## config.mk

```make
export PLATFORM = sky130hd
export DESIGN_NAME = ipf_prio_bank
export DESIGN_NICKNAME = d
export VERILOG_FILES = /design/src/ipf_pkg.sv /design/src/ipf_prio_bank.sv /design/src/ipf_src_gate.sv
export SDC_FILE = /design/constraint.sdc
export NUM_CORES = 1
export LEC_CHECK = 0
export ABC_AREA = 0
export BUFFER_PORTS_ARGS = -buffer_cell sky130_fd_sc_hd__buf_2
export CAP_MARGIN = 30
export CORE_ASPECT_RATIO = 1.25
export CORE_UTILIZATION = 40
export DETAILED_ROUTE_END_ITERATION = 8
export GPL_ROUTABILITY_DRIVEN = 0
export GPL_TIMING_DRIVEN = 0
export PLACE_DENSITY_LB_ADDON = 0.12
export RECOVER_POWER = 100
export SLEW_MARGIN = 10
export SYNTH_ARGS = -nofsm -noshare
export SYNTH_HDL_FRONTEND = slang
export SYNTH_SLANG_ARGS = --single-unit
```

## constraint.sdc

```tcl
create_clock -name clk -period 4.4 [get_ports clk]
set_clock_uncertainty 0.2 [all_clocks]
set_input_delay 0.66 -clock clk [delete_from_list [all_inputs] [get_ports clk]]
set_output_delay 0.66 -clock clk [all_outputs]
set_load 0.01 [all_outputs]
```

## src/ipf_pkg.sv

```systemverilog
// constants, types and field map of the interrupt priority field bank
// Function
// - field code seven gives its source level seven; middle codes give matching levels
// - field code one gives its source the lowest active level, one
// - field code zero disables the source; it never raises a request
// - at reset every field loads binary 100, level four
// - bits without a field read zero; field bits are read and write
// - third register: adc done in bits 6-4, uart A transmit in 2-0
// - fourth register: pin change 14-12, comparator 10-8, i2c master 6-4, slave 2-0
// - fifth register: capture 8 in 14-12, capture 7 in 10-8, external one 2-0
// - sixth register: timer four 14-12, compare 4 in 10-8, compare 3 in 6-4
// - seventh register: uart B tx 14-12, rx 10-8, external two 6-4, timer five 2-0
// - eighth register: spi B event in bits 6-4, spi B fault in 2-0
package ipf_pkg;

    localparam int DATA_W  = 32;
    localparam int ADDR_W  = 5;
    localparam int BE_W    = DATA_W / 8;
    localparam int LANE_W  = 8;
    localparam int FIELD_W = 3;
    localparam int NUM_SRC = 18;
    localparam int NUM_REG = 6;
    localparam int IDX_W   = 3;

    typedef logic [FIELD_W-1:0]           ipf_prio_t;
    typedef ipf_prio_t [NUM_SRC-1:0]      ipf_fields_t;
    typedef logic [IDX_W-1:0]             ipf_idx_t;

    // priority codes with a meaning of their own
    localparam ipf_prio_t PRIO_OFF   = 3'h0;
    localparam ipf_prio_t PRIO_LOW   = 3'h1;
    localparam ipf_prio_t PRIO_HIGH  = 3'h7;
    localparam ipf_prio_t PRIO_RESET = 3'h4;
    localparam ipf_fields_t FIELDS_RESET = {NUM_SRC{PRIO_RESET}};

    // byte address of each register, one aligned word apiece
    localparam logic [ADDR_W-1:0] REG_OFS [NUM_REG] =
        '{5'h00, 5'h04, 5'h08, 5'h0C, 5'h10, 5'h14};
    localparam ipf_idx_t IDX_NONE = 3'h7;

    // source order: adc, uart A tx, pin change, comparator, i2c master, i2c slave,
    // capture 8, capture 7, ext one, timer four, compare 4, compare 3,
    // uart B tx, uart B rx, ext two, timer five, spi B event, spi B fault
    localparam int SRC_REG [NUM_SRC] =
        '{0, 0, 1, 1, 1, 1, 2, 2, 2, 3, 3, 3, 4, 4, 4, 4, 5, 5};
    localparam int SRC_LSB [NUM_SRC] =
        '{4, 0, 12, 8, 4, 0, 12, 8, 0, 12, 8, 4, 12, 8, 4, 0, 4, 0};

    // source indices that other files refer to by name
    localparam int SRC_ADC        = 0;
    localparam int SRC_PIN_CHANGE = 2;
    localparam int SRC_EXT_ONE    = 8;
    localparam int SRC_CMP3       = 11;
    localparam int SRC_TIMER_FIVE = 15;
    localparam int SRC_SPI_FAULT  = 17;

    // avalon request group driven by the master
    typedef struct packed {
        logic              read;
        logic              write;
        logic [ADDR_W-1:0] address;
        logic [DATA_W-1:0] writedata;
        logic [BE_W-1:0]   byteenable;
    } ipf_avs_req_s;

    // bus phase: stall while the word is fetched, then answer
    typedef enum logic [0:0] {
        BUS_ANSWER = 1'b0,
        BUS_WAIT   = 1'b1
    } ipf_bus_e;

endpackage : ipf_pkg

```

## src/ipf_prio_bank.sv

```systemverilog
// priority field bank with avalon slave and per-source request gating
//
// The implementer's own choices: the Avalon-MM interface to the registers and the placing of the registers.
`timescale 1ns/10ps
`default_nettype none
module ipf_prio_bank (
    input  wire logic                        clk,
    input  wire logic                        sys_rst,
    input  wire ipf_pkg::ipf_avs_req_s       avs_req,
    output logic [ipf_pkg::DATA_W-1:0]       avs_readdata,
    output logic                             avs_waitrequest,
    input  wire logic [ipf_pkg::NUM_SRC-1:0] src_flag,
    input  wire logic [ipf_pkg::NUM_SRC-1:0] src_enable,
    output logic [ipf_pkg::NUM_SRC-1:0]      src_req,
    output ipf_pkg::ipf_fields_t             src_level
);
    import ipf_pkg::*;

    typedef struct packed {
        ipf_bus_e          phase;
        logic [DATA_W-1:0] readdata;
        ipf_fields_t       field;
        logic [NUM_SRC-1:0] req;
        ipf_fields_t       level;
    } ipf_state_s;

    localparam ipf_state_s ST_RESET = '{
        phase:    BUS_WAIT,
        readdata: '0,
        field:    FIELDS_RESET,
        req:      '0,
        level:    FIELDS_RESET
    };

    ipf_state_s         st;
    ipf_state_s         next_st;
    logic [NUM_SRC-1:0] gate_req;
    ipf_fields_t        gate_level;
    ipf_idx_t           hit_idx;
    logic               wr_take;
    logic               rd_fetch;

    // source indices that only the checks below name
    localparam int SRC_UART_A_TX  = 1;
    localparam int SRC_COMPARATOR = 3;
    localparam int SRC_I2C_MASTER = 4;
    localparam int SRC_I2C_SLAVE  = 5;
    localparam int SRC_CAPTURE8   = 6;
    localparam int SRC_CAPTURE7   = 7;
    localparam int SRC_TIMER_FOUR = 9;
    localparam int SRC_CMP4       = 10;
    localparam int SRC_UART_B_TX  = 12;
    localparam int SRC_UART_B_RX  = 13;
    localparam int SRC_EXT_TWO    = 14;
    localparam int SRC_SPI_EVENT  = 16;

    // address to register index, IDX_NONE when unmapped or misaligned
    function automatic ipf_idx_t reg_index(input logic [ADDR_W-1:0] addr);
        ipf_idx_t idx;
        idx = IDX_NONE;
        for (int k = 0; k < NUM_REG; k++) begin
            if (addr == REG_OFS[k]) begin
                idx = IDX_W'(k);
            end
        end
        return idx;
    endfunction : reg_index

    // assemble one register word from the fields it holds
    function automatic logic [DATA_W-1:0] read_word(input ipf_fields_t f,
                                                    input ipf_idx_t idx);
        logic [DATA_W-1:0] w;
        w = '0;
        for (int i = 0; i < NUM_SRC; i++) begin
            if (int'(idx) == SRC_REG[i]) begin
                w[SRC_LSB[i] +: FIELD_W] = f[i];
            end
        end
        return w;
    endfunction : read_word

    // bits of a register word that carry a field
    function automatic logic [DATA_W-1:0] field_mask(input ipf_idx_t idx);
        logic [DATA_W-1:0] m;
        m = '0;
        for (int i = 0; i < NUM_SRC; i++) begin
            if (int'(idx) == SRC_REG[i]) begin
                m[SRC_LSB[i] +: FIELD_W] = {FIELD_W{1'b1}};
            end
        end
        return m;
    endfunction : field_mask

    // per-source decode of the stored codes
    genvar g;
    generate
        for (g = 0; g < NUM_SRC; g++) begin : g_src
            ipf_src_gate u_gate (
                .src_flag   (src_flag[g]),
                .src_enable (src_enable[g]),
                .code       (st.field[g]),
                .request    (gate_req[g]),
                .level      (gate_level[g])
            );
        end
    endgenerate

    // bus decode shared by the next-state logic and the checks
    assign hit_idx  = reg_index(avs_req.address);
    assign wr_take  = avs_req.write && (st.phase == BUS_ANSWER);
    assign rd_fetch = avs_req.read && (st.phase == BUS_WAIT);

    // next state: bus phase, read capture, field writes, gated outputs
    always_comb begin
        next_st       = st;
        next_st.req   = gate_req;
        next_st.level = gate_level;
        unique case (st.phase)
            BUS_WAIT: begin
                if (avs_req.read || avs_req.write) begin
                    next_st.phase = BUS_ANSWER;
                end
                if (rd_fetch) begin
                    next_st.readdata = read_word(st.field, hit_idx);
                end
            end
            BUS_ANSWER: begin
                next_st.phase = BUS_WAIT;
            end
        endcase
        // only field bits are stored, so other written bits fall away
        if (wr_take) begin
            for (int i = 0; i < NUM_SRC; i++) begin
                if (int'(hit_idx) == SRC_REG[i]
                    && avs_req.byteenable[SRC_LSB[i] / LANE_W]) begin
                    next_st.field[i] = avs_req.writedata[SRC_LSB[i] +: FIELD_W];
                end
            end
        end
    end

    // state register
    always_ff @(posedge clk or posedge sys_rst) begin
        if (sys_rst) begin
            st <= ST_RESET;
        end else begin
            st <= next_st;
        end
    end

    // outputs straight from the state register
    assign avs_readdata    = st.readdata;
    assign avs_waitrequest = logic'(st.phase);
    assign src_req         = st.req;
    assign src_level       = st.level;

    // per-source checks on level, gating and write isolation
    generate
        for (g = 0; g < NUM_SRC; g++) begin : g_chk

        end
    endgenerate
endmodule : ipf_prio_bank
`default_nettype wire

```

## src/ipf_src_gate.sv

```systemverilog
// one source: priority code to level and gated request
`timescale 1ns/10ps
`default_nettype none
module ipf_src_gate (
    input  wire logic          src_flag,
    input  wire logic          src_enable,
    input  wire ipf_pkg::ipf_prio_t code,
    output logic               request,
    output ipf_pkg::ipf_prio_t level
);
    import ipf_pkg::*;

    // code is the level itself: 7 highest, 1 lowest, 0 off
    always_comb begin
        level   = code;
        request = src_flag && src_enable && (code != PRIO_OFF);
    end

endmodule : ipf_src_gate
`default_nettype wire

```

==> results of run 1 <==
## placed cells by master, fill, tap and decap left out, types with 6 or more instances in the layout
| cell | instances |
|---|---|
| dfstp_1 | 19 |
| mux2_2 | 58 |
| a22oi_1 | 14 |
| nand3_1 | 10 |
| dfstp_2 | 18 |
| conb_1 | 20 |
| buf_4 | 20 |
| o21ai_0 | 24 |
| clkbuf_1 | 101 |
| buf_2 | 59 |
| nor2b_1 | 8 |
| o311a_1 | 18 |
| a22o_1 | 6 |
| clkbuf_16 | 17 |
| dfrtp_1 | 102 |
## cells by family after synthesis
group / Yosys count
AO/OA/AOI/OAI: 69
buffers and inverters: 34
flip-flops: 139
multiplexers: 63
other: 1
AND/OR/NAND/NOR: 41
## layout make-up
class,instances,share of cell area
sequential,139,0.527
timing repair buffer,145,0.0990
multi-input combinational,193,0.229
clock inverter,7,0.00992
buffer,33,0.0305
tap,168,0.0314
inverter,1,0.000748
clock buffer,25,0.0726
## flip-flops by register name (all words and copies together) (netlist names)
name	flops
src_level	54
avs_waitrequest	1
src_req	18
avs_readdata	12
st	54
## final timing paths
kind	startpoint	end	slack [ns]	depth (start not counted)
worst max-delay path	avs_req[37]	st[79]$_DFFE_PP0P_	1.61	5
worst min-delay path	st[104]$_DFFE_PP1P_	src_level[32]$_DFF_PP1_	0.20	0
min in group asynchronous	sys_rst	src_req[3]$_DFF_PP0_	0.27	2
max in group asynchronous	sys_rst	src_level[44]$_DFF_PP1_	2.68	4
worst max register to register	avs_waitrequest$_DFF_PP1_	st[79]$_DFFE_PP0P_	1.82	3
worst min register to register	st[104]$_DFFE_PP1P_	src_level[32]$_DFF_PP1_	0.20	0
## metrics by stage
step	util	hold slack, ns
6_report	0.523	0.199
5_1_grt	0.523	0.216
4_1_cts	0.538	0.111
3_5_place_dp	0.495	0.177
3_3_place_gp	0.490	0.174
2_1_floorplan	-	0.163
## power groups by stage
stage	Combinational (W)	Sequential, W	Clock, W
2_1_floorplan	0.000134	0.00149	0
3_3_place_gp	0.000277	0.00148	0
3_5_place_dp	0.000288	0.00148	0
4_1_cts	0.000289	0.00146	0.00135
5_1_grt	0.000291	0.00147	0.00141
6_report	0.000264	0.00146	0.00132
## layer usage
metal	part of all wire	up-vias	track usage
met1	0.40	1726	0.221
met2	0.53	115	0.343
met4	0.012	0	0.0721
met5	0	-	0
met3	0.054	14	0.0504
li1	-	1596	-
## worst max-delay path: stages
cell and delay (ns):
buf_2 0.10, or2_1 0.21, clkbuf_1 0.18, nor4_1 1.28
mux2_2 0.44
==> out/qor.csv, run 1 <==
stage,metric,value,unit
outcome,status,finished with violations,
outcome,failing checks,"capacitance limit, slew limit",
synthesis,"FFs w/ async S/R, synth",1.00,
layout,share of cells above drive strength 1,0.343,
floorplan,initial core utilization,0.412,
floorplan,Die Height,130,um
routing,Routed WL,12300,um
grt,Overflow after GRT,0,
place,Inst Count DP,679,
routing,Vias/cell,4.85,
synthesis,Simple-Gate Fraction of Synth Area,0.0563,
synthesis,"Distinct cells, synth",34,
layout,fill count,1196,
layout,Area growth syn-to-layout,27.1,%
power,Peak VDD IR,0.190,mV
place,dpl cell area,0.00632,sq mm
grt,first-pass GRT wire length,19300,um
critical_path,maximum net fanout on the critical path,7,
routing,drt wl/cell,17.3,um
timing,setup TNS,0,ns
routing,Vias,3451,
synthesis,syn_area_per_cell,15.2,sq um
clock_network,# clock sinks,139,
layout,Final Non-Filler Cells,711,
layout,NumNets Final,611,
synthesis,Area contributors post-synth,"dfrtp_1 49%, dfstp_2 18%, mux2_2 13%, o311a_1 3.4%, buf_4 3.0%",
power,sequential power share,0.479,
timing,Fin. Hold Viols,0,
synthesis,Yosys top cell area share,0.485,
layout,diode count,0,
place,dpl ws,1.85,ns
clock_network,Hold Buf Count CTS,0,
worst_hold_path,HP Class,reg2reg,
floorplan,Chip Width,105,um
clock_network,CTS tree,built,
grt,vias in the first global route,3592,
synthesis,Post-synth EDFFs,0,
clock_network,CTS Buffer Depth,2,
timing,Slew headroom,-0.0384,
timing,fin crit share,0.634,
power,Clk network pwr share,0.434,
grt,initial antenna violation count,0,
synthesis,main combinational cell family by area after synthesis,multiplexers,
routing,DRT Pass-1 Iters,4,
routing,Antenna Nets Post-Route,0,
synthesis,Post-Synth Adder-Cell Area,0,
floorplan,die area,0.0136,sq mm
synthesis,Cells after Synth,347,
power,total power,0.00304,W
timing,setup violators final,0,
power,Int Pwr,0.00233,W
clock_network,CTS root buf,clkbuf_16,
timing,fmax,359,MHz
synthesis,sequential share of the synthesized area,0.670,
synthesis,synth warn,0,
synthesis,synthesis-stage register bit count,139,
synthesis,Synth top cells by count,"102 x dfrtp_1, 60 x mux2_2, 37 x dfstp_2, 21 x buf_4, 21 x o21ai_0",
critical_path,CP Capture Type,register,
timing,crit path time final,2.79,ns
synthesis,cell with the most instances after synthesis,dfrtp_1,
timing,final worst setup slack,1.61,ns
critical_path,CP Data Required Time,4.49,ns
grt,Total GRT Usage,0.191,
synthesis,post-synthesis xor/xnor area fraction,0,
layout,multi-input gate area in the final layout,0.00153,sq mm
place,port buffer count,142,
floorplan,num ports,186,
synthesis,synthesized area,0.00526,sq mm
timing,Worst-Margin Slew,1.54,ns
routing,drt drc,0,
power,Sw Ratio,0.234,
power,Leak,3.25,nW
power,NetSw,0.000713,W
clock_network,Post-CTS Setup Repair Bufs,0,
place,HPWL Detailed,8870,um
clock_network,clk slew on worst S/H paths,0.06,ns
synthesis,leading area contributor after synthesis,dfrtp_1,
clock_network,worst skew pair latency,0.41,ns
power,Pwr Density,455,mW/mm^2
clock_network,H-Tree Depth,4,
synthesis,top_reg_cell synth,dfrtp_1,
critical_path,"Arr. time, crit path",2.88,ns
floorplan,core region area,0.0128,sq mm
floorplan,row count,46,
layout,final instance area,0.00669,sq mm
clock_network,CTS buffer count,17,
routing,drt initial violations,167,
clock_network,CTS resizes,0,
flow_run,maxcap violations,1,
timing,unrepaired setup endpoints after global routing,false,
grt,largest net degree at the start of global routing,41,
critical_path,Critical Path Source Type,primary input,
layout,Reg area,0.00352,sq mm
critical_path,Setup CP Type,in2reg,
synthesis,post-synthesis mux area share,0.134,
timing,"Slew Viols, Final",7,
synthesis,compound-cell area share of the yosys netlist,0.0970,
power,combinational power share,0.087,
Power figures use the tool's default switching activity.
==> run 2: changes to the inputs <==
==> constraint.sdc (replaced) <==
create_clock -name clk -period 2.8 [get_ports clk]
set_clock_uncertainty 0.2 [all_clocks]
set_input_delay 0.42 -clock clk [delete_from_list [all_inputs] [get_ports clk]]
set_output_delay 0.42 -clock clk [all_outputs]
set_load 0.01 [all_outputs]
==> out/qor.csv, run 2 (synthesis gave the netlist of run 1 again) <==
stage,metric,value,unit,change
clock_network,CTS tree,built,,
critical_path,CP peak stage delay,0.75,ns,-0.53 ns
clock_network,clk slew on worst S/H paths,0.06,ns,about the same
layout,multi-input gate area in the final layout,0.00156,sq mm,+1.8%
routing,DRT Pass-1 Iters,6,,+2
clock_network,CTS root buf,clkbuf_16,,
layout,diode count,0,,unchanged
routing,drt initial violations,160,,-4.2%
critical_path,Slowest cell on crit path,nor4_2,,
floorplan,Chip Width,105,um,unchanged
layout,Layout Utilization,0.529,,+0.00558
floorplan,num ports,186,,unchanged
clock_network,H-Tree Depth,4,,unchanged
power,Leak,3.29,nW,+1.2%
place,dpl cell area,0.00632,sq mm,unchanged
floorplan,initial core utilization,0.412,,unchanged
critical_path,end of the critical path,st[79]$_DFFE_PP0P_,,
layout,"commonest non-fill, non-tap cell in the layout",dfrtp_1,,
clock_network,CTS buffer count,17,,unchanged
layout,most frequent cells in the layout,"102 x dfrtp_1, 97 x clkbuf_1, 61 x buf_2",,
critical_path,Critical Path Source,avs_req[41],,
clock_network,CTS Buffer Depth,2,,unchanged
worst_hold_path,HP Class,in2reg,,
critical_path,Setup CP Type,in2reg,,
layout,Area growth syn-to-layout,28.4,%,
critical_path,flop2flop setup slack,0.62,ns,-1.20 ns
layout,Reg area,0.00352,sq mm,unchanged
layout,Final Non-Filler Cells,714,,+0.42%
place,Inst Count DP,679,,unchanged
floorplan,die area,0.0136,sq mm,unchanged
grt,Total GRT Usage,0.191,,about the same
grt,largest net degree at the start of global routing,41,,unchanged
floorplan,row count,46,,unchanged
clock_network,# clock sinks,139,,unchanged
routing,Antenna Nets Post-Route,0,,unchanged
routing,Routed WL,12300,um,about the same
grt,vias in the first global route,3597,,+0.14%
critical_path,Critical Path Source Type,primary input,,
routing,Vias/cell,4.85,,about the same
timing,fmax,421,MHz,
clock_network,worst skew pair latency,0.41,ns,about the same
grt,initial antenna violation count,0,,unchanged
power,Peak VDD IR,0.303,mV,+59%
critical_path,crit-path cells,dlygate4sd3_1 > clkbuf_1 > nand3b_1 > nor4_2 > mux2_2,,
grt,Overflow after GRT,0,,unchanged
timing,setup violators final,0,,unchanged
timing,crit path time final,2.37,ns,
grt,first-pass GRT wire length,19300,um,about the same
critical_path,FF-to-FF path depth,3,,unchanged
routing,drt wl/cell,17.2,um,-0.52%
critical_path,maximum net fanout on the critical path,6,,-1
floorplan,Die Height,130,um,unchanged
critical_path,Worst R2R Start,avs_waitrequest$_DFF_PP1_,,
place,dpl ws,0.493,ns,-1.36 ns
timing,Worst-Margin Slew,1.14,ns,-0.404 ns
layout,fill count,1183,,-1.1%
critical_path,CP Data Required Time,2.90,ns,-1.59 ns
timing,Fin. Hold Viols,0,,unchanged
critical_path,"Arr. time, crit path",2.47,ns,-0.41 ns
outcome,status,"finished, final reports clean",,
flow_run,maxcap violations,0,,-1
layout,final instance area,0.00676,sq mm,+1.1%
critical_path,FF-to-FF End,st[79]$_DFFE_PP0P_,,
timing,Slew headroom,0.237,,+0.275
timing,fin crit share,0.848,,
power,Pwr Density,709,mW/mm^2,+56%
routing,drt drc,0,,unchanged
layout,share of cells above drive strength 1,0.359,,+0.0164
timing,final worst setup slack,0.426,ns,-1.19 ns
place,port buffer count,142,,unchanged
place,HPWL Detailed,8870,um,unchanged
timing,setup TNS,0,ns,unchanged
timing,unrepaired setup endpoints after global routing,false,,
layout,NumNets Final,614,,+0.49%
timing,"Slew Viols, Final",0,,-7
clock_network,CTS resizes,0,,unchanged
routing,Vias,3466,,+0.43%
critical_path,CP Capture Type,register,,
floorplan,core region area,0.0128,sq mm,unchanged
-- run 2: changes by cell type in the layout (fill, tap and decap cells not counted), sizes merged --
| cell | previous run | this run |
|---|---|---|
| dlygate4sd3 | 0 | 3 |
| clkbuf | 121 | 117 |
| buf | 82 | 86 |
-- run 2: cell type report --
type / instances / area share
buffer: 33 / 0.0318
clock buffer: 25 / 0.0718
clock inverter: 7 / 0.00981
inverter: 1 / 0.000740
multi-input combinational: 193 / 0.230
sequential: 139 / 0.521
tap: 168 / 0.0311
timing repair buffer: 148 / 0.103
-- run 2: through the flow --
step | hold WS (ns) | total power [W]
2_1_floorplan | 0.163 | 0.00256
3_3_place_gp | 0.174 | 0.00276
5_1_grt | 0.0253 | 0.00500
3_5_place_dp | 0.177 | 0.00278
4_1_cts | 0.0164 | 0.00488
6_report | 0.0281 | 0.00479
-- run 2: what timing repair did --
action | CTS | global route
endpoints found under the hold margin | 17 | 0
hold buffers | 3 | 0
buffers inserted | 0 | 0
-- run 2: worst max-delay path: cells and delay by family --
kind	cells	cell delay [ns]
buffers and inverters	2	0.66
and+or+nand+nor	2	0.97
muxes	1	0.42
-- run 2: how the worst min path moves through the flow --
stage / from / depth (start not counted) / end
floorplan: st[116]$_DFFE_PP1P_ / 0 / src_level[44]$_DFF_PP1_
global placement: st[95]$_DFFE_PP1P_ / 0 / src_level[23]$_DFF_PP1_
detailed placement: st[95]$_DFFE_PP1P_ / 0 / src_level[23]$_DFF_PP1_
CTS: src_flag[7] / 2 / src_req[7]$_DFF_PP0_
global route: src_flag[14] / 2 / src_req[14]$_DFF_PP0_
finish: src_flag[5] / 2 / src_req[5]$_DFF_PP0_
-- run 2: metal layers --
metal  share of wire  routed length [um]  global-route usage  vias to the layer above
met5               0                   0                   0                        -
met4           0.015                 186              0.0721                        0
met3           0.047                 579              0.0504                       20
li1                -                   -                   -                     1600
met2            0.53                6520               0.343                      114
met1            0.41                5020               0.221                     1732
-- run 2: where the power goes --
group	total (W)	internal (W)	leakage (nW)	switching, W
clock network	0.00207	0.00129	0.271	0.000788
logic	0.000425	0.000191	1.23	0.000234
registers	0.00229	0.00219	1.78	0.000101
total	0.00479	0.00367	3.29	0.00112
==> run 3: changes to the inputs <==
--- a/config.mk
+++ b/config.mk
@@ -5,7 +5,7 @@
 export SDC_FILE = /design/constraint.sdc
 export NUM_CORES = 1
 export LEC_CHECK = 0
-export ABC_AREA = 0
+export ABC_AREA = 1
 export BUFFER_PORTS_ARGS = -buffer_cell sky130_fd_sc_hd__buf_2
 export CAP_MARGIN = 30
 export CORE_ASPECT_RATIO = 1.25
==> constraint.sdc (replaced) <==
create_clock -name clk -period 2.4 [get_ports clk]
set_clock_uncertainty 0.2 [all_clocks]
set_input_delay 0.36 -clock clk [delete_from_list [all_inputs] [get_ports clk]]
set_output_delay 0.36 -clock clk [all_outputs]
set_load 0.01 [all_outputs]
==> out/qor.csv, run 3 <==
stage,metric,value,unit,change
timing,Slew headroom,0.451,,+0.214
timing,unrepaired setup endpoints after global routing,false,,
critical_path,Setup CP Type,in2reg,,
floorplan,row count,47,,+2.2%
critical_path,"Arr. time, crit path",2.20,ns,-0.27 ns
clock_network,# clock sinks,139,,unchanged
timing,"Slew Viols, Final",0,,unchanged
synthesis,syn_area_per_cell,11.7,sq um,-23%
layout,Area growth syn-to-layout,32.3,%,
synthesis,sequential share of the synthesized area,0.632,,-0.0379
synthesis,Area contributors post-synth,"dfrtp_1 46%, dfstp_2 17%, o21ai_2 7.2%, nand2_1 6.9%, nand4_1 2.8%",,
timing,fmax,474,MHz,
routing,Antenna Nets Post-Route,0,,unchanged
place,Inst Count DP,811,,+19%
power,Pwr Density,834,mW/mm^2,+18%
clock_network,CTS resizes,0,,unchanged
routing,drt initial violations,124,,-23%
layout,final instance area,0.00738,sq mm,+9.1%
synthesis,Cells after Synth,476,,+37%
routing,DRT Pass-1 Iters,4,,-2
timing,setup violators final,0,,unchanged
grt,initial antenna violation count,0,,unchanged
synthesis,Synth top cells by count,"102 x dfrtp_1, 102 x nand2_1, 46 x o21ai_2, 37 x dfstp_2, 30 x inv_1",,
timing,Worst-Margin Slew,0.822,ns,-0.317 ns
floorplan,initial core utilization,0.416,,+0.00415
clock_network,CTS root buf,clkbuf_16,,
clock_network,worst skew pair latency,0.41,ns,about the same
layout,Layout Utilization,0.550,,+0.0212
timing,final worst setup slack,0.292,ns,-0.134 ns
layout,diode count,0,,unchanged
layout,NumNets Final,776,,+26%
layout,share of cells above drive strength 1,0.260,,-0.0987
outcome,status,"finished, final reports clean",,
grt,Overflow after GRT,0,,unchanged
grt,Total GRT Usage,0.198,,+0.00699
floorplan,Chip Width,108,um,+2.9%
critical_path,maximum net fanout on the critical path,10,,+4
critical_path,CP Data Required Time,2.49,ns,-0.41 ns
synthesis,leading area contributor after synthesis,dfrtp_1,,
clock_network,H-Tree Depth,4,,unchanged
power,Leak,3.69,nW,+12%
synthesis,"FFs w/ async S/R, synth",1.00,,unchanged
layout,most frequent cells in the layout,"110 x nand2_1, 102 x dfrtp_1, 93 x clkbuf_1",,
routing,Vias,4128,,+19%
routing,drt drc,0,,unchanged
grt,vias in the first global route,4194,,+17%
clock_network,CTS Buffer Depth,2,,unchanged
floorplan,num ports,186,,unchanged
timing,fin crit share,0.878,,
place,dpl ws,0.497,ns,+0.00427 ns
grt,first-pass GRT wire length,21400,um,+11%
layout,"commonest non-fill, non-tap cell in the layout",nand2_1,,
floorplan,die area,0.0144,sq mm,+5.9%
routing,drt wl/cell,15.2,um,-12%
clock_network,CTS tree,built,,
worst_hold_path,HP Class,in2reg,,
power,Peak VDD IR,0.379,mV,+25%
synthesis,top_reg_cell synth,dfrtp_1,,
worst_hold_path,worst hold stages,2,,unchanged
critical_path,FF-to-FF path depth,7,,+4
layout,Final Non-Filler Cells,878,,+23%
critical_path,CP Capture Type,register,,
synthesis,synth warn,0,,unchanged
place,HPWL Detailed,9810,um,+11%
critical_path,Critical Path Source Type,primary input,,
timing,Fin. Hold Viols,0,,unchanged
place,dpl cell area,0.00664,sq mm,+5.0%
timing,setup TNS,0,ns,unchanged
synthesis,synthesized area,0.00558,sq mm,+6.0%
grt,largest net degree at the start of global routing,39,,-4.9%
synthesis,"Distinct cells, synth",26,,-24%
clock_network,CTS buffer count,17,,unchanged
synthesis,synthesis-stage register bit count,139,,unchanged
synthesis,Post-synth EDFFs,0,,unchanged
clock_network,clk slew on worst S/H paths,0.06,ns,about the same
critical_path,flop2flop setup slack,0.44,ns,-0.18 ns
floorplan,Die Height,134,um,+2.9%
floorplan,core region area,0.0134,sq mm,+4.9%
timing,crit path time final,2.11,ns,
flow_run,maxcap violations,0,,unchanged
routing,Vias/cell,4.70,,-3.1%
synthesis,Yosys top cell area share,0.458,,-0.0274
place,port buffer count,142,,unchanged
routing,Routed WL,13400,um,+8.7%
[run 3: cell count changes after synthesis, sizes merged, moves of 5 or more]
cell / before / now
mux2: 60 / 0
nand2: 2 / 121
a22oi: 14 / 0
nor2: 4 / 28
o21a: 5 / 0
inv: 1 / 36
nand3: 10 / 2
nand4: 0 / 25
nor2b: 8 / 0
a21oi: 1 / 7
o21ai: 24 / 65
a22o: 6 / 0
[run 3: area by class of cell]
cell class,count,area [sq um]
Inverter,36,141
Tap cell,171,214
Buffer,33,225
Multi-Input combinational cell,287,1600
Clock inverter,13,214
Sequential cell,139,3520
Clock buffer,18,439
Timing Repair Buffer,181,1020
Fill cell,1274,6030
[run 3: metrics by stage]
step,hold WS (ns),power [W]
after global placement,0.169,0.00331
after CTS,0.0114,0.00629
final,0.0244,0.00615
after floorplan,0.161,0.00306
after detailed placement,0.169,0.00334
after global routing,0.0105,0.00642
[run 3: kinds of logic after synthesis]
logic type / Yosys count / share of synthesized area
simple gates: 176 / 0.169
flops: 139 / 0.632
compound gates: 91 / 0.127
buf+inv: 69 / 0.0716
other cells: 1 / 0.000672
[run 3: power breakdown]
part | total, W | internal, W | switching (W)
registers | 0.00269 | 0.00256 | 0.000128
clock network | 0.00288 | 0.00188 | 0.00100
logic | 0.000586 | 0.000239 | 0.000347
[run 3: worst paths after layout]
check                                           from                       to
min reg2reg                      st[110]$_DFFE_PP1P_  src_level[38]$_DFF_PP1_
min                                    src_enable[2]     src_req[2]$_DFF_PP0_
min in group asynchronous                    sys_rst     src_req[7]$_DFF_PP0_
max                                      avs_req[41]       st[94]$_DFFE_PP0P_
max in group asynchronous                    sys_rst  src_level[38]$_DFF_PP1_
max reg2reg                avs_waitrequest$_DFF_PP1_       st[94]$_DFFE_PP0P_
[run 3: repair_timing]
action,in CTS,in global routing
setup buffers,0,0
endpoints found under the hold margin,43,0
hold buffers,36,0
[run 3: metal layers]
metal,part of all wire,global-route usage,vias up
met5,0,0,-
met4,0.015,0.0677,0
met3,0.044,0.0452,19
met2,0.55,0.367,114
met1,0.39,0.220,2007
li1,-,-,1988
[run 3: critical path, cell delays in order]
cell	delay, ns
dlygate4sd3_1	0.53
buf_2	0.10
nand2_1	0.14
nor2_1	0.54
nand2_1	0.22
buf_6	0.19
nand2_1	0.05
o21ai_0	0.06
